==> src/verilog/drs_map.vh <==
`ifndef DRS_MAP_VH
`define DRS_MAP_VH

`define DRS_ST_NODATA   2'h0
`define DRS_ST_VALID    2'h1
`define DRS_ST_STALE    2'h2

`define DRS_ERR_NODATA  8'hE0
`define DRS_ERR_STALE   8'hE1

`define DRS_TEST_SEC    30
`define DRS_CLK_HZ      50000000
`define DRS_RESTORE_MIN_SEC 120
`define DRS_RESTORE_MAX_SEC 480

`define DRS_FAULT_REPORTS 3

`define DRS_ADDR_CTRL   4'h0
`define DRS_ADDR_STAT   4'h4
`define DRS_ADDR_ERR    4'h8
`define DRS_ADDR_FAIL   4'h1
`define DRS_ADDR_XFER   4'h2
`define DRS_ADDR_SAVES  4'h3

`define DRS_CTRL_ONLINE_BIT  0
`define DRS_STAT_ST_LSB      0
`define DRS_STAT_BUSY_BIT    2
`define DRS_STAT_RESTD_BIT   3
`define DRS_STAT_FAULT_BIT   4
`define DRS_STAT_SAVE_BIT    5
`define DRS_STAT_REST_BIT    6
`define DRS_STAT_ZERO_BIT    7

`endif

==> src/verilog/drs_sequencer.v <==
// Functional notes
// Self test first, then restore valid copy.
// No valid copy: zero-fill array with good checks.
// Report E1 if stale, E0 if empty.
// Mains loss aborts restore, starts save; a loss during restore only returns to idle, and save needs a further loss.
// Mains return aborts save, restores if needed.
// Spin-down saves valid array with invalid copy.
// Spin-up aborts save, marks no data.
// Spin requests ignored until fully restored.
// Failure latches fault and raises attention.
// Fault reported three times per online event.
// Fault clears only by a successful powerup.
// Faulted retention still allows reads and writes.
// Self test lasts about thirty seconds.
// Restore takes 120 to 480 seconds.
// Self test covers memories, chips, arrays, buses.
// Valid only after a complete successful save.
// Valid becomes stale on write or online.
// Incomplete save sets status to no data.
// Events arrive as single-cycle synchronous pulses.
// Status register survives operations, set only here.
//
// The placing of the registers and the plain strobed port were chosen for this implementation.
`timescale 1ns/1ps
`include "drs_map.vh"

module drs_sequencer #(
    parameter CLK_HZ      = `DRS_CLK_HZ,
    parameter TEST_SEC    = `DRS_TEST_SEC,
    parameter RESTORE_MAX = `DRS_RESTORE_MAX_SEC,
    parameter REPORTS     = `DRS_FAULT_REPORTS
) (
    input  wire        i_mclk,
    input  wire        i_rst,
    input  wire        i_ac_loss,
    input  wire        i_ac_return,
    input  wire        i_spin_up,
    input  wire        i_spin_down,
    input  wire        i_lbn_write,
    input  wire        i_online_ok,
    input  wire [14:0] i_test_fail,
    input  wire        i_op_fail,
    input  wire        i_xfer_done,
    input  wire        i_xfer_fail,
    input  wire        i_attn_ack,
    input  wire [3:0]  i_addr,
    input  wire [31:0] i_wdata,
    input  wire        i_wr,
    input  wire        i_rd,
    output reg  [31:0] o_rdata,
    output wire        o_save_go,
    output wire        o_restore_go,
    output wire        o_zero_go,
    output wire        o_xfer_abort,
    output wire [1:0]  o_error_detect_bits,
    output wire        o_forced_error_flag,
    output reg  [7:0]  o_err_code,
    output reg         o_err_valid,
    output wire        o_attn,
    output wire        o_faulted,
    output wire        o_host_access_ok
);

    localparam [6:0] S_TEST    = 7'h01;
    localparam [6:0] S_RESTORE = 7'h02;
    localparam [6:0] S_ZERO    = 7'h04;
    localparam [6:0] S_IDLE    = 7'h08;
    localparam [6:0] S_SAVE    = 7'h10;
    localparam [6:0] S_ZFAIL   = 7'h20;
    localparam [6:0] S_SPARE   = 7'h40;

    wire       sec_tick;
    reg  [6:0] state_reg;
    reg  [6:0] state_next;
    reg  [1:0] status_reg;
    reg  [1:0] status_next;
    reg        restored_reg;
    reg        restored_next;
    reg        fault_reg;
    reg        online_reg;
    reg  [8:0] sec_reg;
    reg  [1:0] attn_cnt_reg;
    reg        attn_pend_reg;
    wire       fail_evt;
    wire       test_done;
    wire       restore_late;
    wire       rest_end;
    reg  [14:0] tfail_reg;
    reg  [3:0] cause_reg;
    reg  [7:0] abort_cnt_reg;
    reg  [1:0] outcome_reg;
    reg  [15:0] save_cnt_reg;
    genvar     gi;

    drs_tick #(
        .CLK_HZ (CLK_HZ)
    ) u_tick (
        .i_mclk (i_mclk),
        .i_rst  (i_rst),
        .o_sec  (sec_tick)
    );

    function is_state;
        input [6:0] cur;
        input [6:0] want;
        begin
            is_state = (cur == want);
        end
    endfunction

    assign test_done    = is_state(state_reg, S_TEST) && (sec_reg == TEST_SEC[8:0]);
    assign restore_late = is_state(state_reg, S_RESTORE) && (sec_reg >= RESTORE_MAX[8:0]);
    assign rest_end     = is_state(state_reg, S_RESTORE) && i_xfer_done;
    assign fail_evt     = (test_done && (i_test_fail != 15'h0)) || i_op_fail ||
                          (i_xfer_fail && !is_state(state_reg, S_IDLE)) || restore_late;

    // Next state and retention status.
    always @*
    begin
        state_next    = state_reg;
        status_next   = status_reg;
        restored_next = restored_reg;
        case (state_reg)
            S_TEST:
            begin
                if (test_done)
                begin
                    if (status_reg == `DRS_ST_VALID)
                        state_next = S_RESTORE;
                    else
                        state_next = S_ZERO;
                end
            end
            S_RESTORE:
            begin
                if (i_ac_loss || i_xfer_fail || restore_late)
                    state_next = S_IDLE;
                else if (i_xfer_done)
                begin
                    state_next    = S_IDLE;
                    restored_next = 1'b1;
                end
            end
            S_ZERO:
            begin
                if (i_xfer_done || i_xfer_fail)
                begin
                    state_next    = S_IDLE;
                    restored_next = 1'b1;
                end
            end
            S_SAVE:
            begin
                if (i_ac_return || (i_spin_up && restored_reg) || i_xfer_fail)
                begin
                    state_next  = S_IDLE;
                    status_next = `DRS_ST_NODATA;
                end
                else if (i_xfer_done)
                begin
                    state_next  = S_IDLE;
                    status_next = `DRS_ST_VALID;
                end
            end
            S_IDLE:
            begin
                if (i_ac_loss)
                    state_next = S_SAVE;
                else if (i_ac_return && !restored_reg && (status_reg == `DRS_ST_VALID))
                    state_next = S_RESTORE;
                else if (i_spin_down && restored_reg && (status_reg != `DRS_ST_VALID))
                    state_next = S_SAVE;
                else if ((i_lbn_write || i_online_ok) && (status_reg == `DRS_ST_VALID))
                    status_next = `DRS_ST_STALE;
            end
            default:
                state_next = S_IDLE;
        endcase
    end

    // Sequencer registers; reset loads no data, and retention status is otherwise only moved by the transitions above.
    always @(posedge i_mclk or posedge i_rst)
    begin
        if (i_rst)
        begin
            state_reg    <= S_TEST;
            status_reg   <= `DRS_ST_NODATA;
            restored_reg <= 1'b0;
            sec_reg      <= 9'h0;
            o_err_code   <= 8'h00;
            o_err_valid  <= 1'b0;
        end
        else
        begin
            state_reg    <= state_next;
            status_reg   <= status_next;
            restored_reg <= restored_next;
            o_err_valid  <= 1'b0;
            if (state_next != state_reg)
                sec_reg <= 9'h0;
            else if (sec_tick && (sec_reg != 9'h1FF))
                sec_reg <= sec_reg + 9'h1;
            if (is_state(state_reg, S_ZERO) && (i_xfer_done || i_xfer_fail))
            begin
                o_err_valid <= 1'b1;
                if (status_reg == `DRS_ST_STALE)
                    o_err_code <= `DRS_ERR_STALE;
                else
                    o_err_code <= `DRS_ERR_NODATA;
            end
        end
    end

    // Latched fault; only reset (a fresh powerup) clears it.
    always @(posedge i_mclk or posedge i_rst)
    begin
        if (i_rst)
            fault_reg <= 1'b0;
        else if (fail_evt)
            fault_reg <= 1'b1;
    end

    // Attention reporting, three acknowledged reports per online event while faulted or per first failure while online.
    always @(posedge i_mclk or posedge i_rst)
    begin
        if (i_rst)
        begin
            online_reg    <= 1'b0;
            attn_cnt_reg  <= 2'h0;
            attn_pend_reg <= 1'b0;
        end
        else
        begin
            if (i_wr && (i_addr == `DRS_ADDR_CTRL))
                online_reg <= i_wdata[`DRS_CTRL_ONLINE_BIT];
            if ((fail_evt && !fault_reg && online_reg) ||
                (fault_reg && i_online_ok))
            begin
                attn_cnt_reg  <= REPORTS[1:0];
                attn_pend_reg <= 1'b1;
            end
            else if (attn_pend_reg && i_attn_ack)
            begin
                attn_cnt_reg  <= attn_cnt_reg - 2'h1;
                attn_pend_reg <= (attn_cnt_reg != 2'h1);
            end
        end
    end

    // Latched self-test failure bits, one flop per test item.
    generate
        for (gi = 0; gi < 15; gi = gi + 1)
        begin : g_tfail
            always @(posedge i_mclk or posedge i_rst)
            begin
                if (i_rst)
                    tfail_reg[gi] <= 1'b0;
                else if (test_done && i_test_fail[gi])
                    tfail_reg[gi] <= 1'b1;
            end
        end
    endgenerate

    // Sticky fault cause bits, so the host can tell sources apart after the fact.
    always @(posedge i_mclk or posedge i_rst)
    begin
        if (i_rst)
            cause_reg <= 4'h0;
        else
        begin
            if (test_done && (i_test_fail != 15'h0))
                cause_reg[0] <= 1'b1;
            if (i_op_fail)
                cause_reg[1] <= 1'b1;
            if (i_xfer_fail && !is_state(state_reg, S_IDLE))
                cause_reg[2] <= 1'b1;
            if (restore_late)
                cause_reg[3] <= 1'b1;
        end
    end

    // Count of aborted transfers; saturates rather than wrapping.
    always @(posedge i_mclk or posedge i_rst)
    begin
        if (i_rst)
            abort_cnt_reg <= 8'h00;
        else if (o_xfer_abort && (abort_cnt_reg != 8'hFF))
            abort_cnt_reg <= abort_cnt_reg + 8'h01;
    end

    // Outcome of the last transfer: 1 done, 2 failed, 3 aborted.
    always @(posedge i_mclk or posedge i_rst)
    begin
        if (i_rst)
            outcome_reg <= 2'h0;
        else if (o_xfer_abort)
            outcome_reg <= 2'h3;
        else if (i_xfer_fail && !is_state(state_reg, S_IDLE))
            outcome_reg <= 2'h2;
        else if (i_xfer_done && !is_state(state_reg, S_IDLE))
            outcome_reg <= 2'h1;
    end

    // Count of clocks in save whose next status is valid: one per completed save, but every clock of a save begun valid except its abort or failure clock; saturates.
    always @(posedge i_mclk or posedge i_rst)
    begin
        if (i_rst)
            save_cnt_reg <= 16'h0000;
        else if (is_state(state_reg, S_SAVE) && (status_next == `DRS_ST_VALID) &&
                 (save_cnt_reg != 16'hFFFF))
            save_cnt_reg <= save_cnt_reg + 16'h0001;
    end

    // Register read port.
    always @(posedge i_mclk or posedge i_rst)
    begin
        if (i_rst)
            o_rdata <= 32'h0;
        else if (i_rd)
        begin
            case (i_addr)
                `DRS_ADDR_CTRL: o_rdata <= {31'h0, online_reg};
                `DRS_ADDR_STAT: o_rdata <= {24'h0, state_reg[2], state_reg[1],
                                            state_reg[4], fault_reg, restored_reg,
                                            !is_state(state_reg, S_IDLE), status_reg};
                `DRS_ADDR_ERR:  o_rdata <= {24'h0, o_err_code};
                `DRS_ADDR_FAIL: o_rdata <= {13'h0, cause_reg, tfail_reg};
                `DRS_ADDR_XFER: o_rdata <= {22'h0, outcome_reg, abort_cnt_reg};
                `DRS_ADDR_SAVES: o_rdata <= {16'h0, save_cnt_reg};
                default:        o_rdata <= 32'h0;
            endcase
        end
        else
            o_rdata <= 32'h0;
    end

    assign o_save_go           = is_state(state_reg, S_SAVE);
    assign o_restore_go        = is_state(state_reg, S_RESTORE);
    assign o_zero_go           = is_state(state_reg, S_ZERO);
    assign o_xfer_abort        = (is_state(state_reg, S_RESTORE) && i_ac_loss && !rest_end) ||
                                 (is_state(state_reg, S_SAVE) && !i_xfer_done &&
                                  (i_ac_return || (i_spin_up && restored_reg)));
    assign o_error_detect_bits = 2'h0;
    assign o_forced_error_flag = 1'b0;
    assign o_attn              = attn_pend_reg;
    assign o_faulted           = fault_reg;
    assign o_host_access_ok    = !is_state(state_reg, S_TEST);

endmodule

==> src/verilog/drs_tick.v <==
`timescale 1ns/1ps
`include "drs_map.vh"

module drs_tick #(
    parameter CLK_HZ = `DRS_CLK_HZ
) (
    input  wire i_mclk,
    input  wire i_rst,
    output reg  o_sec
);

    localparam [31:0] LAST = CLK_HZ - 1;

    reg [31:0] cnt_reg;

    // One-cycle pulse once per second.
    always @(posedge i_mclk or posedge i_rst)
    begin
        if (i_rst)
        begin
            cnt_reg <= 32'h0;
            o_sec   <= 1'b0;
        end
        else if (cnt_reg == LAST)
        begin
            cnt_reg <= 32'h0;
            o_sec   <= 1'b1;
        end
        else
        begin
            cnt_reg <= cnt_reg + 32'h1;
            o_sec   <= 1'b0;
        end
    end

endmodule

==> config.mk <==
export PLATFORM = sky130hd
export DESIGN_NAME = drs_sequencer
export DESIGN_NICKNAME = d
export VERILOG_FILES = /design/src/verilog/drs_sequencer.v /design/src/verilog/drs_tick.v
export VERILOG_INCLUDE_DIRS = /design/src /design/src/verilog
export SDC_FILE = /design/constraint.sdc
export NUM_CORES = 1
export LEC_CHECK = 0
export BUFFER_PORTS_ARGS = -buffer_cell sky130_fd_sc_hd__buf_2
export CORE_ASPECT_RATIO = 1.2
export CORE_MARGIN = 4
export CORE_UTILIZATION = 55
export DETAILED_ROUTE_END_ITERATION = 8
export PLACE_DENSITY = 0.89
export SLEW_MARGIN = 0
export SYNTH_ARGS = -nofsm -noshare
export SYNTH_HDL_FRONTEND = slang
export SYNTH_SLANG_ARGS = --single-unit
==> constraint.sdc <==
create_clock -name i_mclk -period 4.7 [get_ports i_mclk]
set_input_delay 0.705 -clock i_mclk [delete_from_list [all_inputs] [get_ports i_mclk]]
set_output_delay 0.705 -clock i_mclk [all_outputs]
set_load 0.005 [all_outputs]
# [Word-level counts from Yosys, hierarchy flattened]
# Cells that the tools add are included.
[totals] ff_bits=143 in_bits=65 out_inout_bits=51 elab_cells=166
[classes] addsub=5 order_cmp=1 n_eq_ne=24 n_mux=36 reduce_logical=65
[op_table] op="$pmux 19 s6" n=1
[op_table] op="$mux 32" n=2
[op_table] op="$mux 7" n=8
[op_table] op="$logic_and 1x1->1" n=41
[op_table] op="$pmux 7 s5" n=1
[op_table] op="$add 32x1->32 const B" n=1
[op_table] op="$eq 32x26->1 const B" n=1
[op_table] op="$mux 2" n=11
[op_table] op="$mux 9" n=2
[op_table] op="$add 16x1->16 const B" n=1
[op_table] op="$ne 16x16->1 const B" n=1
[op_table] op="$reduce_bool 15->1" n=1
[op_table] op="$logic_or 1x1->1" n=11
[op_table] op="$add 9x1->9 const B" n=1
[op_table] op="$eq 9x5->1 const B" n=1
[op_table] op="$ge 9x9->1 const B" n=1
[op_table] op="$ne 9x9->1 const B" n=1
[op_table] op="$add 8x1->8 const B" n=1
[op_table] op="$eq 4x2->1 const B" n=2
[op_table] op="$mux 1" n=8
[op_table] op="$ne 8x8->1 const B" n=1
[op_table] op="$eq 7x1->1 const B" n=1
[op_table] op="$eq 7x2->1 const B" n=1
[op_table] op="$eq 7x3->1 const B" n=1
[op_table] op="other kinds (19)" n=30

# [Logic depth before layout (Yosys ltp)]
# Gate-level depths: netlist of the first run.
[depth] word_depth=10 mapped_depth=10 ltp_nobuf=9

# [Modules after synthesis]
# A second synthesis of the first run with hierarchy kept.
[hier_totals] cells_unflattened=591 area_unflattened_um2=6117.1
[modules_own_cells] mod="drs_sequencer" n_inst=1 cells_each=432 area_per_inst_um2=4486.8 seq_area_each_um2=2278.4
[modules_own_cells] mod="drs_tick" n_inst=1 cells_each=159 area_per_inst_um2=1630.3 seq_area_each_um2=825.8

# [Least setup slack after synthesis of the first run]
# No wires, ideal clock.
[synth_path] path_type="in2reg" start="input i_ac_return" end="register save_cnt_reg[11]" setup_ps=138 arrival_ps=2144 required_ps=4562 slack_ps=2418 cell_stages=6 path_buffers=1 cell_sequence="nor2b_1 > or4_1 > a21oi_1 > buf_2 > nor4_1 > xor2_1"
[synth_via] elab_chain_len=8 word_cells_on_any_way=11 classes_between="1 x eq/ne; 4 x mux; 6 x reduce/logical"
[synth_rtl] element="from (decl)" line="drs_sequencer.v:36" text="input wire i_ac_return,"
[synth_rtl] element="$logic_and 1x1->1 (2 in series)" line="drs_sequencer.v:169" text="else if (i_ac_return && !restored_reg && (status_reg == `DRS_ST_VALID))"
[synth_rtl] element="$mux 2" line="drs_sequencer.v:169"
[synth_rtl] element="$mux 2" line="drs_sequencer.v:167" text="if (i_ac_loss)"
[synth_rtl] element="$pmux 2 s2 *" line="drs_sequencer.v:123" text="case (state_reg)"
[synth_rtl] element="$eq 2x1->1 (no source line) *"
[synth_rtl] element="$logic_and 1x1->1 * (2 in series)" line="drs_sequencer.v:309" text="else if (is_state(state_reg, S_SAVE) && (status_next == `DRS_ST_VALID) &&"
[synth_rtl] element="to (signal assigned)" line="drs_sequencer.v:311" text="save_cnt_reg <= save_cnt_reg + 16'h0001;"
[synth_rtl] element="to (decl)" line="drs_sequencer.v:92" text="reg [15:0] save_cnt_reg;"
# Every way passes the cells marked *; elsewhere a longest branch is shown, timed or not.
# A chain may end at the register's enable or synchronous reset.

# [Worst setup path in the final report of the first run]
[layout_path] start="register state_reg[5]" end="output o_xfer_abort"
[layout_via] elab_chain_len=5 word_cells_on_any_way=9 classes_between="2 x eq/ne; 7 x reduce/logical"
[layout_rtl] element="from (decl)" line="drs_sequencer.v:73" text="reg [6:0] state_reg;"
[layout_rtl] element="from (signal assigned)" line="drs_sequencer.v:195" text="state_reg <= state_next;"
[layout_rtl] element="$eq 7x2->1" line="drs_sequencer.v:107" text="is_state = (cur == want);"
[layout_rtl] element="$logic_and 1x1->1" line="drs_sequencer.v:113" text="assign rest_end = is_state(state_reg, S_RESTORE) && i_xfer_done;"
[layout_rtl] element="$logic_not 1->1" line="drs_sequencer.v:340" text="assign o_xfer_abort = (is_state(state_reg, S_RESTORE) && i_ac_loss && !rest_end) ||"
[layout_rtl] element="$logic_and 1x1->1" line="drs_sequencer.v:340"
[layout_rtl] element="$logic_or 1x1->1 *" line="drs_sequencer.v:340"
[layout_rtl] element="to (decl)" line="drs_sequencer.v:54" text="output wire o_xfer_abort,"
# Marked as above.

==> results of run 1 <==
==> cell usage in the layout (no fill, tap or decap), types with 10 or more instances in the layout <==
master and count:
and3_1 14, and4_1 12, nand4_1 22, xor2_1 38
nor4_1 20, xnor2_1 22, nor2_1 48, nor3_1 10
a22oi_1 21, dfrtp_1 123, clkbuf_16 17, nand2_1 43
inv_1 12, conb_1 22, a21o_1 17, buf_2 64
nand3_1 35
==> worst max-delay path: cells and delay by family (launching register included) <==
family | cells | cell delay (ps)
AND/OR/NAND/NOR | 3 | 1190
flip-flops | 1 | 380
buffers and inverters | 2 | 260
==> final cells by class <==
| class | count | area, um2 | area share, % |
|---|---|---|---|
| Timing Repair Buffer | 68 | 350 | 5.01 |
| Multi-Input combinational cell | 422 | 2750 | 39.3 |
| Inverter | 14 | 55.1 | 0.787 |
| Clock buffer | 18 | 429 | 6.13 |
| Sequential cell | 124 | 3100 | 44.4 |
| Clock inverter | 13 | 144 | 2.06 |
| Tap cell | 129 | 161 | 2.31 |
==> final timing paths <==
| path | to | slack [ps] |
|---|---|---|
| setup / recovery | o_xfer_abort | 1750 |
| hold / removal | o_rdata[18] | 420 |
| setup reg to reg | save_cnt_reg[1] | 1840 |
| hold reg to reg | tfail_reg[0] | 450 |
| max in group asynchronous | u_tick.cnt_reg[16] | 3340 |
| min in group i_mclk | tfail_reg[0] | 450 |
==> cells by family after synthesis <==
logic type,Yosys count,synth area share [%]
simple gates,253,23.8
flops,124,51.2
compound gates,69,8.13
xor+xnor,60,8.67
buf+inv,51,4.69
mux,10,1.77
fa+ha+maj,8,1.65
other cells,1,0.0619
==> metal layers <==
layer  vias up  global-route usage, %
li1       2178                      -
met1      2380                   28.1
met2       275                   43.5
met3        54                   7.00
met4         0                   11.0
met5         -                      0
==> power breakdown <==
| part | switching, uW | internal (uW) | leakage, uW |
|---|---|---|---|
| clock network | 490 | 779 | 0.000269 |
| registers | 14.6 | 1080 | 0.00165 |
| logic | 77.2 | 37.1 | 0.00151 |
==> per-stage QoR <==
| step | setup WS (ps) | area, um2 | std cells | power, uW | utilization, % |
|---|---|---|---|---|---|
| floorplan | 697 | 6140 | 597 | 1190 | - |
| global placement | 1700 | 6420 | 757 | 1220 | 60.2 |
| detailed placement | 1630 | 6420 | 757 | 1230 | 60.2 |
| CTS | 1770 | 7000 | 788 | 2490 | 65.6 |
| global route | 1570 | 7000 | 788 | 2560 | 65.6 |
| finish | 1750 | 7000 | 788 | 2480 | 65.6 |
==> summary.md, run 1 <==
| Metric | Value |
|---|---|
| Crit Path Class | reg -> out |
| Synth area leaders | dfrtp_1 51%, xor2_1 5.5%, xnor2_1 3.2% |
| Fmax | 0.339 GHz |
| Die X | 104 um |
| Crit path DAT | 2250 ps |
| Drt wl/cell | 19.2 um |
| Vias in the first global route | 4861 |
| Rel. slew slack | 8.14% |
| Main synth FF type | dfrtp_1 |
| Setup TNS | 0 ps |
| Final min period | 2950 ps |
| CORE AREA | 10700 um2 |
| Seq/Total Area, Yosys | 51.2% |
| Die ar. | 12800 um2 |
| Worst setup startpoint | state_reg[5] |
| H-tree Lvls | 4 |
| Critical-path cell list | or4_4 > nor3_1 > nand2_1 > inv_1 > buf_2 |
| Worst ir drop on vdd | 0.241 mV |
| M1 WL | 5720 um |
| GRT Total Usage | 24.6% |
| Vias/cell | 6.20 |
| Final hold viol count | 0 |
| Worst Tran Pin Value | 1380 ps |
| # hold bufs at CTS | 0 |
| Worst min path class | in -> async |
| R2R Path Start | state_reg[1] |
| Hold Slack | 421 ps |
| Wire length on met3 | 1120 um |
| Worst setup EP type | output pin |
| PwrDens | 354 nW/um2 |
| Estimated wirelength of the detail-placed design | 10500 um |
| Post-route antenna net violation count | 0 |
| Clk sinks | 124 |
| Gr ovfl total | 0 |
| Cell accounting for the most synthesized area | dfrtp_1 |
| Outcome | completed |
| Critical path fanouts, max | 5 |
| Highest metal used | met4 |
| Clk pin slew, worst setup/hold paths | 60 ps |
| GP Congestion | 0.944 |
| Effective utilization at floorplan | 56.8% |
| P_leak | 0.00343 uW |
| Met2 Wirelength | 7770 um |
| Pins over their slew limit | 0 |
| Yosys cell types | 52 |
| IO Pins | 116 |
| # rows | 41 |
| Post-synth EDFFs | 0 |
| CTS Buffer Depth | 2 |
| Root Buffer | clkbuf_16 |
| Max reg flops | 32 |
| Count leader, synth | dfrtp_1 |
| Clk_skew | 6.66 ps |
| Die Ht | 123 um |
| WL final | 15100 um |
| #FFs+latches synth | 124 |
| Commonest cells in the netlist | 123 x dfrtp_1, 48 x nor2_1, 43 x nand2_1 |
| First-pass GRT wire length | 24500 um |
| Clk_lat worst skew | 420 ps |
| Reg2Reg Depth | 5 |
| Mapped Cells | 576 |
| Antenna fix cells | 0 |
| Mean Syn Cell Area | 10.5 um2 |
| Crit-path max cell delay | 590 ps |
| Final period util | 62.8% |
| Via count | 4887 |
| RSZ-0062 raised after global routing | false |
| Max Cap Violations | 0 |
| # fillers | 793 |
| Post-CTS Setup Bufs | 0 |
| CTS tree | built |
| IO Port Bufs | 64 |
| Synth top area share | 50.8% |
| Resized Gates After CTS | 0 |
| DRC Markers | 0 |
| Final setup vio count | 0 |
| Layout cells sized above 1 | 18.5% |
| TritonCTS buffer count | 17 |
| CP max-delay cell | or4_4 |
| Nets@finish | 720 |
| Pin count of the biggest net entering global routing | 60 |
| Initial antenna violation count | 0 |
| Worst path required time | 3990 ps |
| Synth warn | 0 |
| P&R area growth vs syn | 15.4% |
| FFs w/ async S/R, synth | 100% |
| Initial DRT Pass Iterations | 7 |
| Startpoint types | flip-flop |
| Iteration-0 DRC Markers | 400 |
| Synthesized area | 6060 um2 |
(Power assumes the default switching activity.)
==> run 2, diff against run 1 <==
--- a/config.mk
+++ b/config.mk
@@ -9,9 +9,9 @@
 export BUFFER_PORTS_ARGS = -buffer_cell sky130_fd_sc_hd__buf_2
 export CORE_ASPECT_RATIO = 1.2
 export CORE_MARGIN = 4
-export CORE_UTILIZATION = 55
+export CORE_UTILIZATION = 50
 export DETAILED_ROUTE_END_ITERATION = 8
-export PLACE_DENSITY = 0.89
+export PLACE_DENSITY = 0.86
 export SLEW_MARGIN = 0
 export SYNTH_ARGS = -nofsm -noshare
 export SYNTH_HDL_FRONTEND = slang
==> constraint.sdc (replaced) <==
create_clock -name i_mclk -period 2.7 [get_ports i_mclk]
set_input_delay 0.405 -clock i_mclk [delete_from_list [all_inputs] [get_ports i_mclk]]
set_output_delay 0.405 -clock i_mclk [all_outputs]
set_load 0.005 [all_outputs]
==> summary.md, run 2 (same netlist as run 1, synthesis figures left out) <==
| Metric | Value |
|---|---|
| PwrDens | 622 nW/um2 |
| Die ar. | 14000 um2 |
| Fmax | 0.399 GHz |
| Antenna fix cells | 0 |
| CTS tree | built |
| IO Pins | 116 |
| Placed insts | 796 |
| DRC Markers | 0 |
| Pins over their slew limit | 0 |
| Worst ir drop on vdd | 0.553 mV |
| Nets@finish | 731 |
| Crit path DAT | 2100 ps |
| Final setup vio count | 0 |
| Worst min path class | in -> async |
| Drt wl/cell | 18.1 um |
| GP Congestion | 0.903 |
| IO Port Bufs | 64 |
| Max Cap Violations | 0 |
| Vias/cell | 5.87 |
| Worst setup EP type | output pin |
| Effective utilization at floorplan | 51.7% |
| Gr ovfl total | 0 |
| Worst Tran Pin Value | 860 ps |
| CORE AREA | 11700 um2 |
| CTS Buffer Depth | 2 |
| Via count | 4858 |
| Commonest non-fill, non-tap cell in the layout | dfrtp_1 |
| Post-CTS Setup Bufs | 0 |
| Initial antenna violation count | 1 |
| H-tree Lvls | 4 |
| First-pass GRT wire length | 23900 um |
| Max reg flops | 32 |
| P&R area growth vs syn | 18.6% |
| R2R Path Start | restored_reg |
| Clk_lat worst skew | 420 ps |
| Clk sinks | 124 |
| WL final | 15000 um |
| TritonCTS buffer count | 17 |
| Layout cells sized above 1 | 20.3% |
| Iteration-0 DRC Markers | 334 |
| RSZ-0062 raised after global routing | false |
| PnR worst setup slack | 196 ps |
| Vias in the first global route | 4879 |
| Root Buffer | clkbuf_16 |
| # rows | 43 |
| Non-Filler Instances | 828 |
| Final period util | 92.7% |
| Setup TNS | 0 ps |
| Commonest non-fill, non-tap cells in the layout | 123 x dfrtp_1, 64 x buf_2, 48 x nor2_1 |
| Hold Slack | 52.4 ps |
| Post-route antenna net violation count | 0 |
| Final min period | 2500 ps |
| Worst setup startpoint | state_reg[5] |
| Die Ht | 129 um |
| Pre-CTS setup slack | 214 ps |
| Clk pin slew, worst setup/hold paths | 50 ps |
| Startpoint types | flip-flop |
| Clk_skew | 6.28 ps |
| Pin count of the biggest net entering global routing | 49 |
| GRT Total Usage | 22.2% |
| Rel. slew slack | 42.6% |
| # hold bufs at CTS | 0 |
| Initial DRT Pass Iterations | 5 |
| Final hold viol count | 0 |
| Crit Path Class | reg -> out |
| Outcome | completed |
| Die X | 109 um |
| Critical path fanouts, max | 6 |
| Estimated wirelength of the detail-placed design | 10900 um |
| P_leak | 0.00352 uW |
| Worst path required time | 2300 ps |
==> run 2: changes by cell type in the layout (fill, tap and decap cells not counted), sizes merged <==
cell | before | now
clkbuf | 18 | 19
bufinv | 2 | 3
clkinvlp | 4 | 5
buf | 68 | 79
inv | 15 | 14
clkinv | 6 | 5
==> run 2: critical path: stages, from the launching register on <==
cell and delay (ps):
dfrtp_1 380, or4_4 610, nor3b_2 470, buf_2 230
==> run 2: where the power goes <==
part | internal, uW | leakage [uW] | switching [uW]
Combinational | 73.2 | 0.00158 | 136
Sequential | 1880 | 0.00165 | 25.6
Clock | 1500 | 0.000292 | 856
Total | 3460 | 0.00352 | 1020
==> run 2: final timing paths <==
path | to | slack [ps] | cells past startpoint
min in group i_mclk | tfail_reg[14] | 210 | 2
worst min-delay path | o_err_valid | 50 | 2
worst max-delay path | o_restore_go | 200 | 3
max in group asynchronous | u_tick.cnt_reg[11] | 1990 | 3
worst min register to register | cause_reg[3] | 450 | 1
worst max register to register | save_cnt_reg[3] | 230 | 6
==> run 2: routing by layer <==
metal  track usage, %  vias up  share of wire [%]
met4             11.1        2                4.2
met1             24.8     2354                 37
met5                0        -              0.080
met3             5.52       60                7.2
li1                 -     2192                  -
met2             39.2      250                 51
==> run 2: final cells by class <==
class,instances,area (um2)
clock buffers,19,453
clock inverters,13,165
fillers,939,4540
inverters,14,56.3
multi-input cells,422,2760
flip-flops and latches,124,3100
well taps,157,196
repair buffers,79,458
==> run 2: repair_timing <==
action	4_1_cts	5_1_grt
resized for setup	0	1
hold endpoints to repair	0	0
endpoints found under the setup margin	0	1
==> run 2: stage by stage <==
stage	total power (uW)	utilization, %	cell area (um2)
2_1_floorplan	2070	-	6140
3_3_place_gp	2130	56.0	6570
3_5_place_dp	2150	56.0	6570
4_1_cts	4490	61.3	7190
5_1_grt	4610	61.3	7190
6_report	4480	61.3	7190
==> run 3, diff against run 2 <==
--- a/config.mk
+++ b/config.mk
@@ -11,7 +11,9 @@
 export CORE_MARGIN = 4
 export CORE_UTILIZATION = 50
 export DETAILED_ROUTE_END_ITERATION = 8
+export GPL_TIMING_DRIVEN = 0
 export PLACE_DENSITY = 0.86
+export RECOVER_POWER = 100
 export SLEW_MARGIN = 0
 export SYNTH_ARGS = -nofsm -noshare
 export SYNTH_HDL_FRONTEND = slang
==> summary.md, run 3 (same netlist as run 1, synthesis figures left out) <==
| Metric | Value |
|---|---|
| Worst setup EP type | output pin |
| Antenna fix cells | 0 |
| Failing checks | max-capacitance violations, max-slew violations |
| TritonCTS buffer count | 17 |
| PwrDens | 604 nW/um2 |
| P_leak | 0.00354 uW |
| Worst Path Buf+Inv | 3 |
| Post-route antenna net violation count | 0 |
| IO Pins | 116 |
| Combinational group share of total power | 5.1% |
| Effective utilization at floorplan | 51.7% |
| GP Congestion | 0.904 |
| Critical path fanouts, max | 8 |
| Final min period | 2600 ps |
| Critical-path cell list | or4_1 > buf_6 > or2_0 > clkinv_1 > buf_2 |
| H-tree Lvls | 4 |
| Share of total power in the clock network | 51.3% |
| Die ar. | 14000 um2 |
| CTS Buffer Depth | 2 |
| Setup TNS | 0 ps |
| Crit path DAT | 2190 ps |
| Nets@finish | 755 |
| # rows | 43 |
| Vias/cell | 5.89 |
| PnR worst setup slack | 102 ps |
| Sw Share | 22.5% |
| Startpoint types | flip-flop |
| Flop pwr share | 43.6% |
| Final period util | 96.2% |
| Max Cap Violations | 1 |
| Worst path required time | 2300 ps |
| Final Instance Area | 7250 um2 |
| GRT Total Usage | 23.3% |
| CTS tree | built |
| Initial antenna violation count | 1 |
| DRC Markers | 0 |
| Via count | 5020 |
| CORE AREA | 11700 um2 |
| Drt wl/cell | 18.2 um |
| Outcome | finished with violations |
| Rel. slew slack | -11.7% |
| Clk_skew | 5.79 ps |
| Worst ir drop on vdd | 0.372 mV |
| Initial DRT Pass Iterations | 5 |
| WL final | 15500 um |
| Final hold viol count | 0 |
| # fillers | 929 |
| Crit Path Class | reg -> out |
| Iteration-0 DRC Markers | 368 |
| Non-Filler Instances | 852 |
| Clk_lat worst skew | 430 ps |
| Die Ht | 129 um |
| Gr ovfl total | 0 |
| Commonest non-fill, non-tap cells in the layout | 123 x dfrtp_1, 49 x buf_2, 47 x nor2_1 |
| Commonest non-fill, non-tap cell in the layout | dfrtp_1 |
| Worst min path class | in -> reg |
| Crit-path leading delay family | simple AND/OR/NAND/NOR gates |
| Clk sinks | 124 |
| Worst Tran Pin Value | 1670 ps |
| Pre-CTS setup slack | 173 ps |
| Die X | 109 um |
| Estimated wirelength of the detail-placed design | 10700 um |
| Vias in the first global route | 5041 |
| Fmax | 0.385 GHz |
| Pins over their slew limit | 40 |
| Layout cells sized above 1 | 18.7% |
| Root Buffer | clkbuf_16 |
| RSZ-0062 raised after global routing | false |
| Crit-path max cell delay | 560 ps |
| Power Total | 4380 uW |
| Post-DP Area | 6700 um2 |
| Final setup vio count | 0 |
| CP max-delay cell | or4_1 |
| First-pass GRT wire length | 25200 um |
| # hold bufs at CTS | 0 |
| P_int | 3390 uW |
| Clk pin slew, worst setup/hold paths | 50 ps |
| Placed insts | 820 |
| IO Port Bufs | 64 |
| Pin count of the biggest net entering global routing | 47 |
| P&R area growth vs syn | 19.6% |
| P_sw | 986 uW |
| Max reg flops | 32 |
[run 3: path summary, 6_finish.rpt]
kind	from	endpoint	slack, ps	depth (start not counted)
max in group asynchronous	i_rst	o_rdata[0]	600	3
min in group asynchronous	i_rst	sec_reg[2]	370	2
max	state_reg[5]	o_save_go	100	5
min	i_test_fail[12]	tfail_reg[12]	210	2
max reg2reg	save_cnt_reg[0]	save_cnt_reg[3]	200	7
min reg2reg	tfail_reg[7]	tfail_reg[7]	460	1
[run 3: cell type report]
class,count,area (um2),area share [%]
Multi-Input combinational cell,422,2770,38.2
Timing Repair Buffer,66,309,4.26
Clock inverter,10,114,1.57
Tap cell,157,196,2.71
Clock buffer,22,474,6.54
Inverter,14,53.8,0.742
Buffer,37,231,3.19
Sequential cell,124,3100,42.8
[run 3: layer usage]
metal	global-route usage [%]	share of wire (%)
met4	11.5	3.3
met5	0	0.084
met3	6.52	7.2
met1	26.5	38
met2	40.2	52
[run 3: stage by stage]
| stage | util, % | hold WS [ps] |
|---|---|---|
| 2_1_floorplan | - | 420 |
| 3_3_place_gp | 56.8 | 435 |
| 3_5_place_dp | 57.1 | 448 |
| 4_1_cts | 62.2 | 183 |
| 5_1_grt | 61.8 | 204 |
| 6_report | 61.8 | 206 |
[run 3: timing repair]
item	4_1_cts	5_1_grt
gates resized for setup	0	4
endpoints found under the setup margin	0	26
buffers inserted	0	0
hold endpoints to repair	0	0
[run 3: power by group through the flow]
stage | Clock, uW | Sequential (uW) | Combinational, uW
detailed placement | 0 | 1940 | 225
floorplan | 0 | 1930 | 143
finish | 2250 | 1910 | 223
global placement | 0 | 1940 | 210
global route | 2350 | 1910 | 248
CTS | 2250 | 1910 | 228
